**config.mk**
```make
export PLATFORM = sky130hd
export DESIGN_NAME = drive_fault_supervisor
export DESIGN_NICKNAME = d
export VERILOG_FILES = /design/src/verilog/fault_sup_pkg.sv /design/src/verilog/drive_fault_supervisor.sv
export SDC_FILE = /design/constraint.sdc
export NUM_CORES = 2
export LEC_CHECK = 0
export ABC_AREA = 0
export BUFFER_PORTS_ARGS = -buffer_cell sky130_fd_sc_hd__buf_4
export CAP_MARGIN = 20
export CORE_UTILIZATION = 33
export DETAILED_ROUTE_END_ITERATION = 8
export PLACE_DENSITY_LB_ADDON = 0.25
export SYNTH_ARGS = -nofsm -noshare
export SYNTH_HDL_FRONTEND = slang
export SYNTH_SLANG_ARGS = --single-unit
```
**constraint.sdc**
```tcl
create_clock -name clock -period 4.2 [get_ports clock]
set_input_delay 0 -clock clock [delete_from_list [all_inputs] [get_ports clock]]
set_output_delay 0 -clock clock [all_outputs]
set_load 0.02 [all_outputs]
```
**src/verilog/fault_sup_pkg.sv**
```systemverilog
// shared constants, types and register map of the drive fault supervisor
package fault_sup_pkg;

	// apb register byte offsets
	localparam logic [7:0] CTRL_OFS = 8'h00;
	localparam logic [7:0] STOP_DIST_OFS = 8'h04;
	localparam logic [7:0] SPEED_LIMIT_OFS = 8'h08;
	localparam logic [7:0] STATUS_OFS = 8'h0c;
	localparam logic [7:0] HIST_SEL_OFS = 8'h10;
	localparam logic [7:0] HIST_DATA_OFS = 8'h14;
	localparam logic [7:0] HIST_COUNT_OFS = 8'h18;
	localparam logic [7:0] MON_SPEED_OFS = 8'h1c;
	localparam logic [7:0] MON_DIST_OFS = 8'h20;

	// control register fields
	localparam int CTRL_LINK_EN_BIT = 0;
	localparam int CTRL_CAN_MODE_BIT = 1;
	localparam int CTRL_EARLY_STOP_BIT = 2;
	localparam int CTRL_CONTACTORS_BIT = 3;
	localparam int CTRL_HIST_CLR_BIT = 4;

	// reset values
	localparam logic [3:0] CTRL_RST = 4'h0;
	localparam logic [15:0] STOP_DIST_RST = 16'h0023;
	localparam logic [15:0] SPEED_LIMIT_RST = 16'h0100;

	// fault codes kept until power cycle, and the can error warning limit
	localparam logic [9:0] LOCK_CODE_LO = 10'h384;
	localparam logic [9:0] LOCK_CODE_HI = 10'h3e7;
	localparam logic [7:0] CAN_WARN_LIMIT = 8'h60;

	// timing
	localparam int CLOCK_KHZ = 40000;
	localparam int HOLDOFF_MS = 2000;
	localparam int HOLDOFF_CYCLES = HOLDOFF_MS * CLOCK_KHZ;
	localparam int LED_TICK_US = 62500;
	localparam int LED_TICK_CYCLES = LED_TICK_US * (CLOCK_KHZ / 1000);

	// history sizing
	localparam int HIST_DEPTH = 64;

	// fault supervision states
	typedef enum logic [1:0] {SUP_OK, SUP_ACTIVE, SUP_HOLD, SUP_LOCKED} sup_state_t;

	// can node operating states
	localparam logic [1:0] CAN_STOPPED = 2'h0;
	localparam logic [1:0] CAN_PREOP = 2'h1;
	localparam logic [1:0] CAN_OPER = 2'h2;

	// external pins, all from outside the clock domain
	typedef struct packed {
		logic fault_detect;
		logic [9:0] fault_code;
		logic [2:0] speed_preset_inputs;
		logic travel_enable;
		logic link_ok;
		logic [1:0] can_state;
		logic [7:0] can_err_cnt;
		logic can_bus_off;
		logic monitor_req;
		logic [2:0] fw_err_code;
		logic evac_active;
		logic lowest_step_off;
		logic brake_evac;
		logic [15:0] evac_speed;
		logic evac_up;
		logic [15:0] evac_dist;
		logic [15:0] remain_mm;
	} pins_t;

	// one fault history entry
	typedef struct packed {
		logic [15:0] trip_count;
		logic travelling;
		logic [9:0] code;
	} hist_entry_t;

endpackage

```
**src/verilog/drive_fault_supervisor.sv**
```systemverilog
// drive fault supervisor: travel abort, auto acknowledge, history, led, monitor mode
`timescale 1ns/10ps

module drive_fault_supervisor #(
	parameter int HOLDOFF_CYCLES = fault_sup_pkg::HOLDOFF_CYCLES,
	parameter int LED_TICK_CYCLES = fault_sup_pkg::LED_TICK_CYCLES,
	parameter int HIST_DEPTH = fault_sup_pkg::HIST_DEPTH
)(
	input wire logic clock,
	input wire logic rst_n,
	input wire logic psel,
	input wire logic penable,
	input wire logic pwrite,
	input wire logic [7:0] paddr,
	input wire logic [31:0] pwdata,
	output logic [31:0] prdata,
	output logic pready,
	output logic pslverr,
	input wire fault_sup_pkg::pins_t pins,
	output logic malfunction_output,
	output logic controller_ready_output,
	output logic brake_release_output,
	output logic winding_short,
	output logic led_green,
	output logic led_red,
	output logic monitor_active,
	output logic arrow_double
);

	localparam int PW = $clog2(HIST_DEPTH);

	// elaboration check: history must be a power of two for pointer wrap
	if (HIST_DEPTH < 2 || (1 << PW) != HIST_DEPTH || HOLDOFF_CYCLES < 1 || LED_TICK_CYCLES < 1)
	begin : bad_param
		$error("drive_fault_supervisor: unsupported parameter values");
	end

	////////////////////////////////////////////////////////////////////////////////
	// input synchroniser; multi-bit fields assumed quasi-static around sampling
	fault_sup_pkg::pins_t sync1_r;
	fault_sup_pkg::pins_t pin_r;

	always_ff @(posedge clock or negedge rst_n)
	begin
		if (!rst_n)
		begin
			sync1_r <= '0;
			pin_r <= '0;
		end
		else
		begin
			sync1_r <= pins;
			pin_r <= sync1_r;
		end
	end

	////////////////////////////////////////////////////////////////////////////////
	// power-on capture of monitor request, after the synchroniser has filled
	logic [1:0] por_cnt_r, por_cnt_nxt;
	logic monitor_r, monitor_nxt;

	always_comb
	begin
		por_cnt_nxt = por_cnt_r;
		monitor_nxt = monitor_r;
		if (por_cnt_r != 2'h3)
			por_cnt_nxt = por_cnt_r + 2'h1;
		if (por_cnt_r == 2'h2)
			monitor_nxt = pin_r.monitor_req;
	end

	always_ff @(posedge clock or negedge rst_n)
	begin
		if (!rst_n)
		begin
			por_cnt_r <= 2'h0;
			monitor_r <= 1'b0;
		end
		else
		begin
			por_cnt_r <= por_cnt_nxt;
			monitor_r <= monitor_nxt;
		end
	end

	////////////////////////////////////////////////////////////////////////////////
	// apb register file; one wait state so read data comes from a flop
	logic [3:0] ctrl_r, ctrl_nxt;
	logic [15:0] stop_dist_r, stop_dist_nxt;
	logic [15:0] speed_limit_r, speed_limit_nxt;
	logic [PW-1:0] hist_sel_r, hist_sel_nxt;
	logic [31:0] prdata_nxt;
	logic pready_nxt, pslverr_nxt;
	logic acc, wr_en, hist_clr;
	logic [31:0] rd_val;
	logic rd_err;
	fault_sup_pkg::sup_state_t state_r, state_nxt;
	logic [9:0] code_r, code_nxt;
	logic [PW:0] hist_cnt_r, hist_cnt_nxt;
	fault_sup_pkg::hist_entry_t hist_rd;

	assign acc = psel && penable && !pready;
	assign wr_en = psel && penable && pready && pwrite && !pslverr;
	assign hist_clr = wr_en && paddr == fault_sup_pkg::CTRL_OFS
		&& pwdata[fault_sup_pkg::CTRL_HIST_CLR_BIT];

	// read mux and address decode
	always_comb
	begin
		rd_val = 32'h0;
		rd_err = 1'b0;
		if (paddr == fault_sup_pkg::CTRL_OFS)
			rd_val = {28'h0, ctrl_r};
		else if (paddr == fault_sup_pkg::STOP_DIST_OFS)
			rd_val = {16'h0, stop_dist_r};
		else if (paddr == fault_sup_pkg::SPEED_LIMIT_OFS)
			rd_val = {16'h0, speed_limit_r};
		else if (paddr == fault_sup_pkg::STATUS_OFS)
			rd_val = {16'h0, monitor_r, 3'h0, state_r, code_r};
		else if (paddr == fault_sup_pkg::HIST_SEL_OFS)
			rd_val = 32'(hist_sel_r);
		else if (paddr == fault_sup_pkg::HIST_DATA_OFS)
			rd_val = 32'(hist_rd);
		else if (paddr == fault_sup_pkg::HIST_COUNT_OFS)
			rd_val = 32'(hist_cnt_r);
		else if (paddr == fault_sup_pkg::MON_SPEED_OFS)
			rd_val = {14'h0, arrow_double, pin_r.evac_up, pin_r.evac_speed};
		else if (paddr == fault_sup_pkg::MON_DIST_OFS)
			rd_val = {16'h0, pin_r.evac_dist};
		else
			rd_err = 1'b1;
	end

	always_comb
	begin
		ctrl_nxt = ctrl_r;
		stop_dist_nxt = stop_dist_r;
		speed_limit_nxt = speed_limit_r;
		hist_sel_nxt = hist_sel_r;
		pready_nxt = acc;
		pslverr_nxt = acc && rd_err;
		prdata_nxt = (acc && !pwrite) ? rd_val : 32'h0;
		if (wr_en)
		begin
			if (paddr == fault_sup_pkg::CTRL_OFS)
				ctrl_nxt = pwdata[3:0];
			else if (paddr == fault_sup_pkg::STOP_DIST_OFS)
				stop_dist_nxt = pwdata[15:0];
			else if (paddr == fault_sup_pkg::SPEED_LIMIT_OFS)
				speed_limit_nxt = pwdata[15:0];
			else if (paddr == fault_sup_pkg::HIST_SEL_OFS)
				hist_sel_nxt = pwdata[PW-1:0];
		end
	end

	always_ff @(posedge clock or negedge rst_n)
	begin
		if (!rst_n)
		begin
			ctrl_r <= fault_sup_pkg::CTRL_RST;
			stop_dist_r <= fault_sup_pkg::STOP_DIST_RST;
			speed_limit_r <= fault_sup_pkg::SPEED_LIMIT_RST;
			hist_sel_r <= '0;
			prdata <= 32'h0;
			pready <= 1'b0;
			pslverr <= 1'b0;
		end
		else
		begin
			ctrl_r <= ctrl_nxt;
			stop_dist_r <= stop_dist_nxt;
			speed_limit_r <= speed_limit_nxt;
			hist_sel_r <= hist_sel_nxt;
			prdata <= prdata_nxt;
			pready <= pready_nxt;
			pslverr <= pslverr_nxt;
		end
	end

	////////////////////////////////////////////////////////////////////////////////
	// fault supervision: detect, hold-off, acknowledge, power-cycle lock
	logic [31:0] hold_cnt_r, hold_cnt_nxt;
	logic any_speed, lock_code, new_fault;

	assign any_speed = |pin_r.speed_preset_inputs;
	assign lock_code = pin_r.fault_code >= fault_sup_pkg::LOCK_CODE_LO
		&& pin_r.fault_code <= fault_sup_pkg::LOCK_CODE_HI;
	assign new_fault = state_r == fault_sup_pkg::SUP_OK && pin_r.fault_detect && !monitor_r;

	always_comb
	begin
		state_nxt = state_r;
		code_nxt = code_r;
		hold_cnt_nxt = hold_cnt_r;
		case (state_r)
			fault_sup_pkg::SUP_OK:
				if (new_fault)
				begin
					code_nxt = pin_r.fault_code;
					state_nxt = lock_code ? fault_sup_pkg::SUP_LOCKED
						: fault_sup_pkg::SUP_ACTIVE;
				end
			fault_sup_pkg::SUP_ACTIVE:
				if (pin_r.fault_detect && lock_code)
				begin
					code_nxt = pin_r.fault_code;
					state_nxt = fault_sup_pkg::SUP_LOCKED;
				end
				else if (!pin_r.fault_detect)
				begin
					hold_cnt_nxt = 32'h0;
					state_nxt = fault_sup_pkg::SUP_HOLD;
				end
			fault_sup_pkg::SUP_HOLD:
				if (pin_r.fault_detect)
					state_nxt = fault_sup_pkg::SUP_ACTIVE;
				else if (any_speed)
					hold_cnt_nxt = 32'h0;
				else if (hold_cnt_r == 32'(HOLDOFF_CYCLES - 1))
					state_nxt = fault_sup_pkg::SUP_OK;
				else
					hold_cnt_nxt = hold_cnt_r + 32'h1;
			default:
				state_nxt = fault_sup_pkg::SUP_LOCKED; // cleared by reset only
		endcase
	end

	always_ff @(posedge clock or negedge rst_n)
	begin
		if (!rst_n)
		begin
			state_r <= fault_sup_pkg::SUP_OK;
			code_r <= 10'h0;
			hold_cnt_r <= 32'h0;
		end
		else
		begin
			state_r <= state_nxt;
			code_r <= code_nxt;
			hold_cnt_r <= hold_cnt_nxt;
		end
	end

	////////////////////////////////////////////////////////////////////////////////
	// fault history ring; newest at index 0 on readout
	fault_sup_pkg::hist_entry_t hist_mem [HIST_DEPTH];
	logic [PW-1:0] wr_ptr_r, wr_ptr_nxt;
	logic [15:0] trip_cnt_r, trip_cnt_nxt;
	logic [PW-1:0] rd_idx;
	fault_sup_pkg::hist_entry_t new_entry;
	logic brake_release_nxt;

	assign rd_idx = wr_ptr_r - PW'(1) - hist_sel_r;
	assign hist_rd = (hist_sel_r < hist_cnt_r) ? hist_mem[rd_idx] : '0;
	assign new_entry = '{trip_count: trip_cnt_r, travelling: brake_release_output,
		code: pin_r.fault_code};

	always_comb
	begin
		wr_ptr_nxt = wr_ptr_r;
		hist_cnt_nxt = hist_cnt_r;
		trip_cnt_nxt = trip_cnt_r;
		if (brake_release_nxt && !brake_release_output)
			trip_cnt_nxt = trip_cnt_r + 16'h1;
		if (hist_clr)
		begin
			wr_ptr_nxt = '0;
			hist_cnt_nxt = '0;
		end
		else if (new_fault)
		begin
			wr_ptr_nxt = wr_ptr_r + PW'(1); // wraps onto the oldest
			if (hist_cnt_r != (PW+1)'(HIST_DEPTH))
				hist_cnt_nxt = hist_cnt_r + (PW+1)'(1);
		end
	end

	// memory itself has no reset; the count says which entries are valid
	always_ff @(posedge clock)
	begin
		if (new_fault && !hist_clr)
			hist_mem[wr_ptr_r] <= new_entry;
	end

	always_ff @(posedge clock or negedge rst_n)
	begin
		if (!rst_n)
		begin
			wr_ptr_r <= '0;
			hist_cnt_r <= '0;
			trip_cnt_r <= 16'h0;
		end
		else
		begin
			wr_ptr_r <= wr_ptr_nxt;
			hist_cnt_r <= hist_cnt_nxt;
			trip_cnt_r <= trip_cnt_nxt;
		end
	end

	////////////////////////////////////////////////////////////////////////////////
	// travel outputs, early brake stop and winding short
	logic stop_latch_r, stop_latch_nxt;
	logic fault_ok, stop_hit;

	assign fault_ok = state_nxt == fault_sup_pkg::SUP_OK;
	assign stop_hit = (ctrl_r[fault_sup_pkg::CTRL_EARLY_STOP_BIT] && pin_r.evac_active
		&& pin_r.lowest_step_off)
		|| (ctrl_r[fault_sup_pkg::CTRL_LINK_EN_BIT] && pin_r.remain_mm == stop_dist_r);
	assign brake_release_nxt = fault_ok && !monitor_r && pin_r.travel_enable && any_speed
		&& !stop_latch_nxt;

	// brake stays closed until the travel command is withdrawn
	always_comb
	begin
		stop_latch_nxt = stop_latch_r;
		if (!any_speed)
			stop_latch_nxt = 1'b0;
		else if (stop_hit)
			stop_latch_nxt = 1'b1;
	end

	always_ff @(posedge clock or negedge rst_n)
	begin
		if (!rst_n)
		begin
			stop_latch_r <= 1'b0;
			malfunction_output <= 1'b0;
			controller_ready_output <= 1'b0;
			brake_release_output <= 1'b0;
			winding_short <= 1'b0;
			monitor_active <= 1'b0;
			arrow_double <= 1'b0;
		end
		else
		begin
			stop_latch_r <= stop_latch_nxt;
			malfunction_output <= fault_ok;
			controller_ready_output <= fault_ok && !monitor_r;
			brake_release_output <= brake_release_nxt;
			winding_short <= pin_r.brake_evac && !ctrl_r[fault_sup_pkg::CTRL_CONTACTORS_BIT];
			monitor_active <= monitor_r;
			arrow_double <= monitor_r && pin_r.evac_speed > speed_limit_r;
		end
	end

	////////////////////////////////////////////////////////////////////////////////
	// led timebase: 16 ticks per second, 5-bit phase spans two seconds
	logic [31:0] tick_cnt_r, tick_cnt_nxt;
	logic [4:0] phase_r, phase_nxt;
	logic green_nxt, red_nxt;

	always_comb
	begin
		tick_cnt_nxt = tick_cnt_r + 32'h1;
		phase_nxt = phase_r;
		if (tick_cnt_r == 32'(LED_TICK_CYCLES - 1))
		begin
			tick_cnt_nxt = 32'h0;
			phase_nxt = phase_r + 5'h1;
		end
	end

	// pattern select; green operation, red errors; both at once in can and standard patterns, one at a time in link patterns; fw error code blanks green
	always_comb
	begin
		green_nxt = 1'b0;
		red_nxt = 1'b0;
		if (pin_r.fw_err_code != 3'h0)
			red_nxt = !phase_r[0] && (phase_r[4:1] < {1'b0, pin_r.fw_err_code});
		else if (ctrl_r[fault_sup_pkg::CTRL_CAN_MODE_BIT])
		begin
			case (pin_r.can_state)
				fault_sup_pkg::CAN_STOPPED: green_nxt = !phase_r[3];
				fault_sup_pkg::CAN_PREOP: green_nxt = phase_r[0];
				fault_sup_pkg::CAN_OPER: green_nxt = 1'b1;
				default: green_nxt = 1'b0;
			endcase
			if (pin_r.can_bus_off)
				red_nxt = 1'b1;
			else if (pin_r.can_err_cnt > fault_sup_pkg::CAN_WARN_LIMIT)
				red_nxt = !phase_r[3];
		end
		else if (ctrl_r[fault_sup_pkg::CTRL_LINK_EN_BIT])
		begin
			green_nxt = pin_r.link_ok;
			red_nxt = !pin_r.link_ok && phase_r[0];
		end
		else if (pin_r.link_ok)
		begin
			green_nxt = !phase_r[4];
			red_nxt = phase_r[4];
		end
		else
		begin
			green_nxt = brake_release_output ? !phase_r[2] : !phase_r[3];
			red_nxt = !fault_ok;
		end
	end

	always_ff @(posedge clock or negedge rst_n)
	begin
		if (!rst_n)
		begin
			tick_cnt_r <= 32'h0;
			phase_r <= 5'h0;
			led_green <= 1'b0;
			led_red <= 1'b0;
		end
		else
		begin
			tick_cnt_r <= tick_cnt_nxt;
			phase_r <= phase_nxt;
			led_green <= green_nxt;
			led_red <= red_nxt;
		end
	end

endmodule

```
; ---- Word level (Yosys, flattened, before mapping)
; Memories as Yosys holds them, arrays and structs flattened.
; Cells that the tools add are included.
[classes]
addsub = 9
order_cmp = 6
n_eq_ne = 24
muxes = 59
n_bitwise = 3
reduce_logical = 58
[ops]
columns = cell, count
row1 = 32-bit two-way mux, 8
row2 = 27-bit two-way mux, 6
row3 = 32-bit by 1-bit adder with 32-bit output (second input constant), 2
row4 = 32-bit one-hot mux with 2 select lines, 1
row5 = 18-bit two-way mux, 2
row6 = 32-bit by 22-bit equality test with 1-bit output (second input constant), 1
row7 = 32-bit by 27-bit equality test with 1-bit output (second input constant), 1
row8 = 8-bit by 5-bit equality test with 1-bit output (second input constant), 4
row9 = 1-bit logical AND, 26
row10 = 1-bit two-way mux, 24
row11 = 7-bit two-way mux, 3
row12 = 10-bit two-way mux, 2
row13 = 10-bit one-hot mux with 2 select lines, 1
row14 = 16-bit by 1-bit adder with 16-bit output (second input constant), 1
row15 = 16-bit equality test, 1
row16 = 8-bit by 4-bit equality test with 1-bit output (second input constant), 2
row17 = 16-bit > comparator, 1
row18 = 16-bit two-way mux, 1
row19 = 1-bit zero test, 14
row20 = 2-bit two-way mux, 7
row21 = 6-bit two-way mux, 2
row22 = 2-bit != test (second input constant), 6
row23 = 10-bit >= comparator (second input constant), 1
row24 = 10-bit less-or-equal comparator (second input constant), 1
row25 = other kinds (28), 41
[word_totals]
register_bits = 364
ramBits = 1728
input_bits = 128
out_inout_bits = 42
elab_cells = 220
mem_count = 1
[mem_list]
columns = name, words, width, rd, rd_ports_with_merged_regs, write_ports, line
row1 = hist_mem, 64, 27, 1, 0, 1, drive_fault_supervisor.sv:246  ; fault_sup_pkg::hist_entry_t hist_mem [HIST_DEPTH];

; ---- Longest topological paths before layout
[depth]
ltp_word = 11
depth_mapped = 13
mapped_depth_nobuf = 11

; ---- Worst setup path before layout
; Ideal clock, no wire load.
[synth_timing]
path_type = reg-to-reg
startpoint = register wr_ptr_r[0]
endpoint = register prdata[16]
setup_time_ps = 120
t_arrival_ps = 3112
required_ps = 4080
slack_ps = 967
stages_incl_launch_ff = 12
path_buffers = 3
period_less_slack_ps = 3233
cell_sequence = dfrtp_1 > ha_1 > fa_1 > buf_2 > clkbuf_1 > clkbuf_1 > mux4_2 > mux4_2 > nand2_1 > nand3_1 > a32oi_1 > nor2_1
[synth_between]
elab_chain_len = 11
[synth_rtl]
columns = item, line
row1 = start: declaration, drive_fault_supervisor.sv:247  ; logic [PW-1:0] wr_ptr_r, wr_ptr_nxt;
row2 = start signal: assignment, drive_fault_supervisor.sv:295  ; wr_ptr_r <= wr_ptr_nxt;
row3 = 6-bit by 1-bit subtractor with 6-bit output, drive_fault_supervisor.sv:253  ; assign rd_idx = wr_ptr_r - PW'(1) - hist_sel_r;
row4 = 6-bit subtractor, drive_fault_supervisor.sv:253
row5 = memory 64 x 27 bit, --
row6 = 27-bit two-way mux, drive_fault_supervisor.sv:254  ; assign hist_rd = (hist_sel_r < hist_cnt_r) ? hist_mem[rd_idx] : '0;
row7 = 27-bit two-way mux, drive_fault_supervisor.sv:122  ; else if (paddr == fault_sup_pkg::HIST_DATA_OFS)
row8 = 27-bit two-way mux, drive_fault_supervisor.sv:120  ; else if (paddr == fault_sup_pkg::HIST_SEL_OFS)
row9 = 27-bit two-way mux, drive_fault_supervisor.sv:118  ; else if (paddr == fault_sup_pkg::STATUS_OFS)
row10 = 27-bit two-way mux, drive_fault_supervisor.sv:116  ; else if (paddr == fault_sup_pkg::SPEED_LIMIT_OFS)
row11 = 27-bit two-way mux, drive_fault_supervisor.sv:114  ; else if (paddr == fault_sup_pkg::STOP_DIST_OFS)
row12 = 32-bit two-way mux, drive_fault_supervisor.sv:112  ; if (paddr == fault_sup_pkg::CTRL_OFS)
row13 = 32-bit two-way mux, drive_fault_supervisor.sv:142  ; prdata_nxt = (acc && !pwrite) ? rd_val : 32'h0;
row14 = net prdata_nxt[16], drive_fault_supervisor.sv:92  ; logic [31:0] prdata_nxt;
row15 = end signal: assignment, drive_fault_supervisor.sv:174  ; prdata <= prdata_nxt;
row16 = end: declaration, drive_fault_supervisor.sv:16  ; output logic [31:0] prdata,
; The timed path passes the listed nets, and every way through them passes these cells.
; A chain may end at the register's enable or synchronous reset.

; ---- Worst setup path after layout
[layout_timing]
startpoint = register hist_sel_r[0]
endpoint = register prdata[12]
[layout_between]
elab_chain_len = 10
word_cells_on_any_way = 11
classes_between = add/sub (1) / order compare (1) / mux (8) / memory (1)
[layout_rtl]
columns = item, line
row1 = start: declaration, drive_fault_supervisor.sv:91  ; logic [PW-1:0] hist_sel_r, hist_sel_nxt;
row2 = start signal: assignment, drive_fault_supervisor.sv:173  ; hist_sel_r <= hist_sel_nxt;
row3 = 6-bit subtractor, drive_fault_supervisor.sv:253
row4 = memory 64 x 27 bit, --
row5 = 27-bit two-way mux *, drive_fault_supervisor.sv:254
row6 = 27-bit two-way mux *, drive_fault_supervisor.sv:122
row7 = 27-bit two-way mux *, drive_fault_supervisor.sv:120
row8 = 27-bit two-way mux *, drive_fault_supervisor.sv:118
row9 = 27-bit two-way mux *, drive_fault_supervisor.sv:116
row10 = 27-bit two-way mux *, drive_fault_supervisor.sv:114
row11 = 32-bit two-way mux *, drive_fault_supervisor.sv:112
row12 = 32-bit two-way mux *, drive_fault_supervisor.sv:142
row13 = net prdata_nxt[12], drive_fault_supervisor.sv:92
; The timed path passes the listed nets; every way through them passes the cells marked *.

==> results list <==
- Along the worst path, the maximum fanout reaches 25.
- Worst min path class: input pin to flip-flop
- Depth of the CTS H-tree: 4
- Fill cells in the final layout number 21300.
* Peak supply drop: 0.934 mV
* Fin crit period: 4.22 ns
- Maximum achievable frequency: 237 MHz
- The routed design has 218 mm of wire.
* Number of ports placed on the die boundary: 170
- Worst-case clock buffer depth: 3
* Total number of placement rows: 180
* Total power draw: 66100 uW
* Tightest Pin Transition: 1.02 ns
- Met2 Track Usage GR: about 29%
- Total die area: between 200000 and 250000 um2
- met2 is the most crowded layer.
* Number of routed nets with antenna violations: 0
* Max-cap violations: 0
* Setup CP Type: flip-flop to flip-flop
- After synthesis the netlist holds a flip-flop and latch count of approximately 2100.
- TritonCTS created 211 clock buffers.
* Final Wtd Congestion: 0.814
- Headroom to the max-slew limit came out at approximately a third.
* Netlist cell types: 75
* Count of yosys warnings during synthesis: 0
- Entering global routing, the biggest net connects 114 pins.
* RSZ-0062 raised after global routing: false
- TritonCTS clock tree: built
* Via count: 40600
* Proportion of synthesized chip area in sequential cells: 76.0%
- Dividing total power by cell area gives a power density of 682 nW/um2.
* Hold path startpoint: pwrite
- Across all register-to-register paths, the minimum setup slack is -0.02 ns.
- Fin. Hold Viols: 0
- STA puts the critical path data required time at ~4.9 ns.
* Initial core utilization: 33.2%
* Critical Path Source: hist_sel_r[0]
- After layout, the worst setup slack is -0.0213 ns.
* Final worst-path cycle share: 101%
* Initial antenna violation count: 8
- The flow ran to the end, but the final reports show violations.
- The post-route netlist has 30.0% of its cells at a drive strength greater than 1.
- Met3 Resource Use GR: 3.09%
* Static power due to leakage: between 0.03 and 0.04 uW
- In the routed layout, each cell is associated on average with a via count of 5.15.
- The core region is 241000 um2.
- Number of DRC markers after the initial detailed-route iteration: ~4400
- For the final routed database, the setup TNS stands at -0.0213 ns.
- Setup violations remaining at the end of the flow were counted as 1.
- Async set-or-reset flop fraction in the synthesized netlist: 17.2%
- Startpoint of the worst-slack reg-to-reg timing path: hist_sel_r[0]
- Final setup skew: 0.0402 ns
- Input and output buffers added on the ports amount to 148.
- STA classifies the critical path startpoint as a flip-flop.
- Root buffer selected by CTS: sky130_fd_sc_hd__clkbuf_16
* Number of enable-type register cells in the synthesized netlist: roughly 1700
- A synthesized cell averages 20.8 um2.
* Violated checks: setup timing
- Vias in the first global route: 41800
* HPWL Detailed: 126 mm
* Layout area overhead: 21.1%
- Global routing consumed, over all layers together, 17.8% of the routing resources.
- Data on the critical path arrives at its endpoint at 4.93 ns.
- First-pass GRT wire length: about 310 mm
- In this run the cell area of the synthesized design comes to around 80000 um2.
- Post-detailed-route DRC marker count: 0
- Final net count: 4682
- Global-route track usage on met1: 25.1%
- In the synthesized netlist the dominant register cell turns out to be sky130_fd_sc_hd__edfxtp_1.
- Kind of end point of the critical path: flip-flop
- Excluding fillers, the count of instances in the completed layout stands at 7886.
- CTS sink cnt: 2087
- Before antenna repair, the detailed router went through 6 iterations.
- Worst-Skew Late Latency: 0.84 ns
* Count of pins over their slew limit: 0
- Die width: 495 um
* Clock transition at the register clock pins on the worst setup and hold paths after CTS: 0.06 ns
- In the final routed layout, each cell accounts on average for about 28 um.
- Counting tap cells, the placed design contains a total of 7254 instances.
* Height of the chip: approximately 500 um
- The cell count after synthesis came out at 3853.
- The total overflow left after global routing is 0.
[synthesized netlist by cell type (all sizes together), types with 37 or more instances]
master	count	area (um2)
ha	37	463
mux4	525	11800
buf	104	574
nor2	154	578
clkbuf	74	288
xnor2	45	394
nand2	190	713
o21ai	67	339
dfrtp	355	8880
mux2	41	462
xor2	47	412
nand3	74	375
edfxtp	1728	51900
inv	42	158
a21oi	46	230
[flip-flops by register name, summed over array words and instances, names as in the netlist, 2 cells and up]
| register | cells |
|---|---|
| por_cnt_r | 2 |
| prdata | 27 |
| wr_ptr_r | 6 |
| tick_cnt_r | 32 |
| state_r | 2 |
| hold_cnt_r | 32 |
| new_entry | 10 |
| code_r | 10 |
| pin_r | 73 |
| hist_cnt_r | 7 |
| ctrl_r | 4 |
| stop_dist_r | 16 |
| trip_cnt_r | 16 |
| hist_sel_r | 6 |
| phase_r | 5 |
| hist_mem | 1728 |
| sync1_r | 83 |
| speed_limit_r | 16 |
[routing by layer]
layer	share of wire (%)	vias to the layer above
li1	-	17100
met1	44	22000
met2	48	1293
met3	6.0	269
met4	2.1	2
met5	0.0032	-
[logic make-up (layout without fill, tap and decap cells)]
kind of cell	count (synthesis)	count (layout)	synth area share (%)
AO/OA/AOI/OAI	225	225	1.83
XOR/XNOR	92	92	1.01
adder cells (fa/ha/maj)	38	38	0.603
buffers and inverters	220	1061	1.27
flip-flops	2087	2087	76.0
multiplexers	602	602	15.8
other	1	8	0.00468
AND/OR/NAND/NOR	588	588	3.48
[where the power goes]
part           total [uW]  switching (uW)  leakage [uW]  internal [uW]
combinational       23500           13200       0.00907          10400
sequential          23300             344        0.0206          23000
clock               19300            8000       0.00345          11300
total               66100           21500        0.0331          44600
[layout make-up]
cell class                 instances  area [um2]  share of cell area [%]
multi-input combinational       1550       18800                    19.4
inverter                          42         158                   0.163
clock buffer                     281        5820                    6.00
timing repair buffer             624        6010                    6.19
antenna                            3        7.51                 0.00774
clock inverter                   114        1280                    1.32
sequential                      2087       60900                    62.8
tap                             3185        3990                    4.11
[critical path, cell delays in order (launching register included)]
cell,delay (ns)
sky130_fd_sc_hd__dfrtp_1,0.40
sky130_fd_sc_hd__inv_1,0.10
sky130_fd_sc_hd__ha_4,0.18
sky130_fd_sc_hd__fa_4,0.89
sky130_fd_sc_hd__buf_4,0.22
sky130_fd_sc_hd__buf_12,0.19
sky130_fd_sc_hd__buf_12,0.23
sky130_fd_sc_hd__mux4_2,0.34
sky130_fd_sc_hd__mux4_2,0.57
sky130_fd_sc_hd__nand2_1,0.11
sky130_fd_sc_hd__nand3_1,0.31
sky130_fd_sc_hd__buf_4,0.28
sky130_fd_sc_hd__nand3_1,0.14
sky130_fd_sc_hd__a31oi_1,0.10
[path summary, 6_finish.rpt]
kind	endpoint	cells after the start
setup / recovery	prdata[12]	13
hold / removal	prdata[12]	5
setup reg to reg	prdata[12]	13
hold reg to reg	pin_r[69]	0
max in group asynchronous	trip_cnt_r[15]	4
min in group asynchronous	stop_dist_r[0]	3
[timing repair]
| item | CTS | global route |
|---|---|---|
| hold buffers | 232 | 0 |
| gates resized for setup | 11 | 2 |
| pin swaps | 2 | 3 |
| buffers inserted | 1 | 0 |
| cloned | 0 | 0 |
| endpoints found under the setup margin | 3 | 5 |
| endpoints found under the hold margin | 369 | 0 |
[layout by cell type (no fill, tap or decap), drive strengths merged, types with 37 or more instances in the layout]
cell type,Yosys,routed
mux2,41,41
edfxtp,1728,1728
inv,42,50
xor2,47,47
xnor2,45,45
ha,37,37
clkbuf,74,281
buf,104,393
nand3,74,74
dlygate4sd3,0,231
a21oi,46,46
o21ai,67,67
dfrtp,355,355
mux4,525,525
nand2,190,190
clkinv,0,68
nor2,154,154
[metrics by stage]
stage | hold slack, ns | utilization [%] | setup slack, ns | instance area, um2
floorplan | -0.296 | - | 0.967 | 80100
global placement | 0.111 | 36.3 | -0.447 | 87500
detailed placement | 0.111 | 36.3 | -0.354 | 87500
CTS | 0.0425 | 40.2 | -0.000842 | 97000
global route | 0.101 | 40.3 | 0.00906 | 97000
finish | 0.137 | 40.3 | -0.0213 | 97000
(Power assumes the default switching activity.)
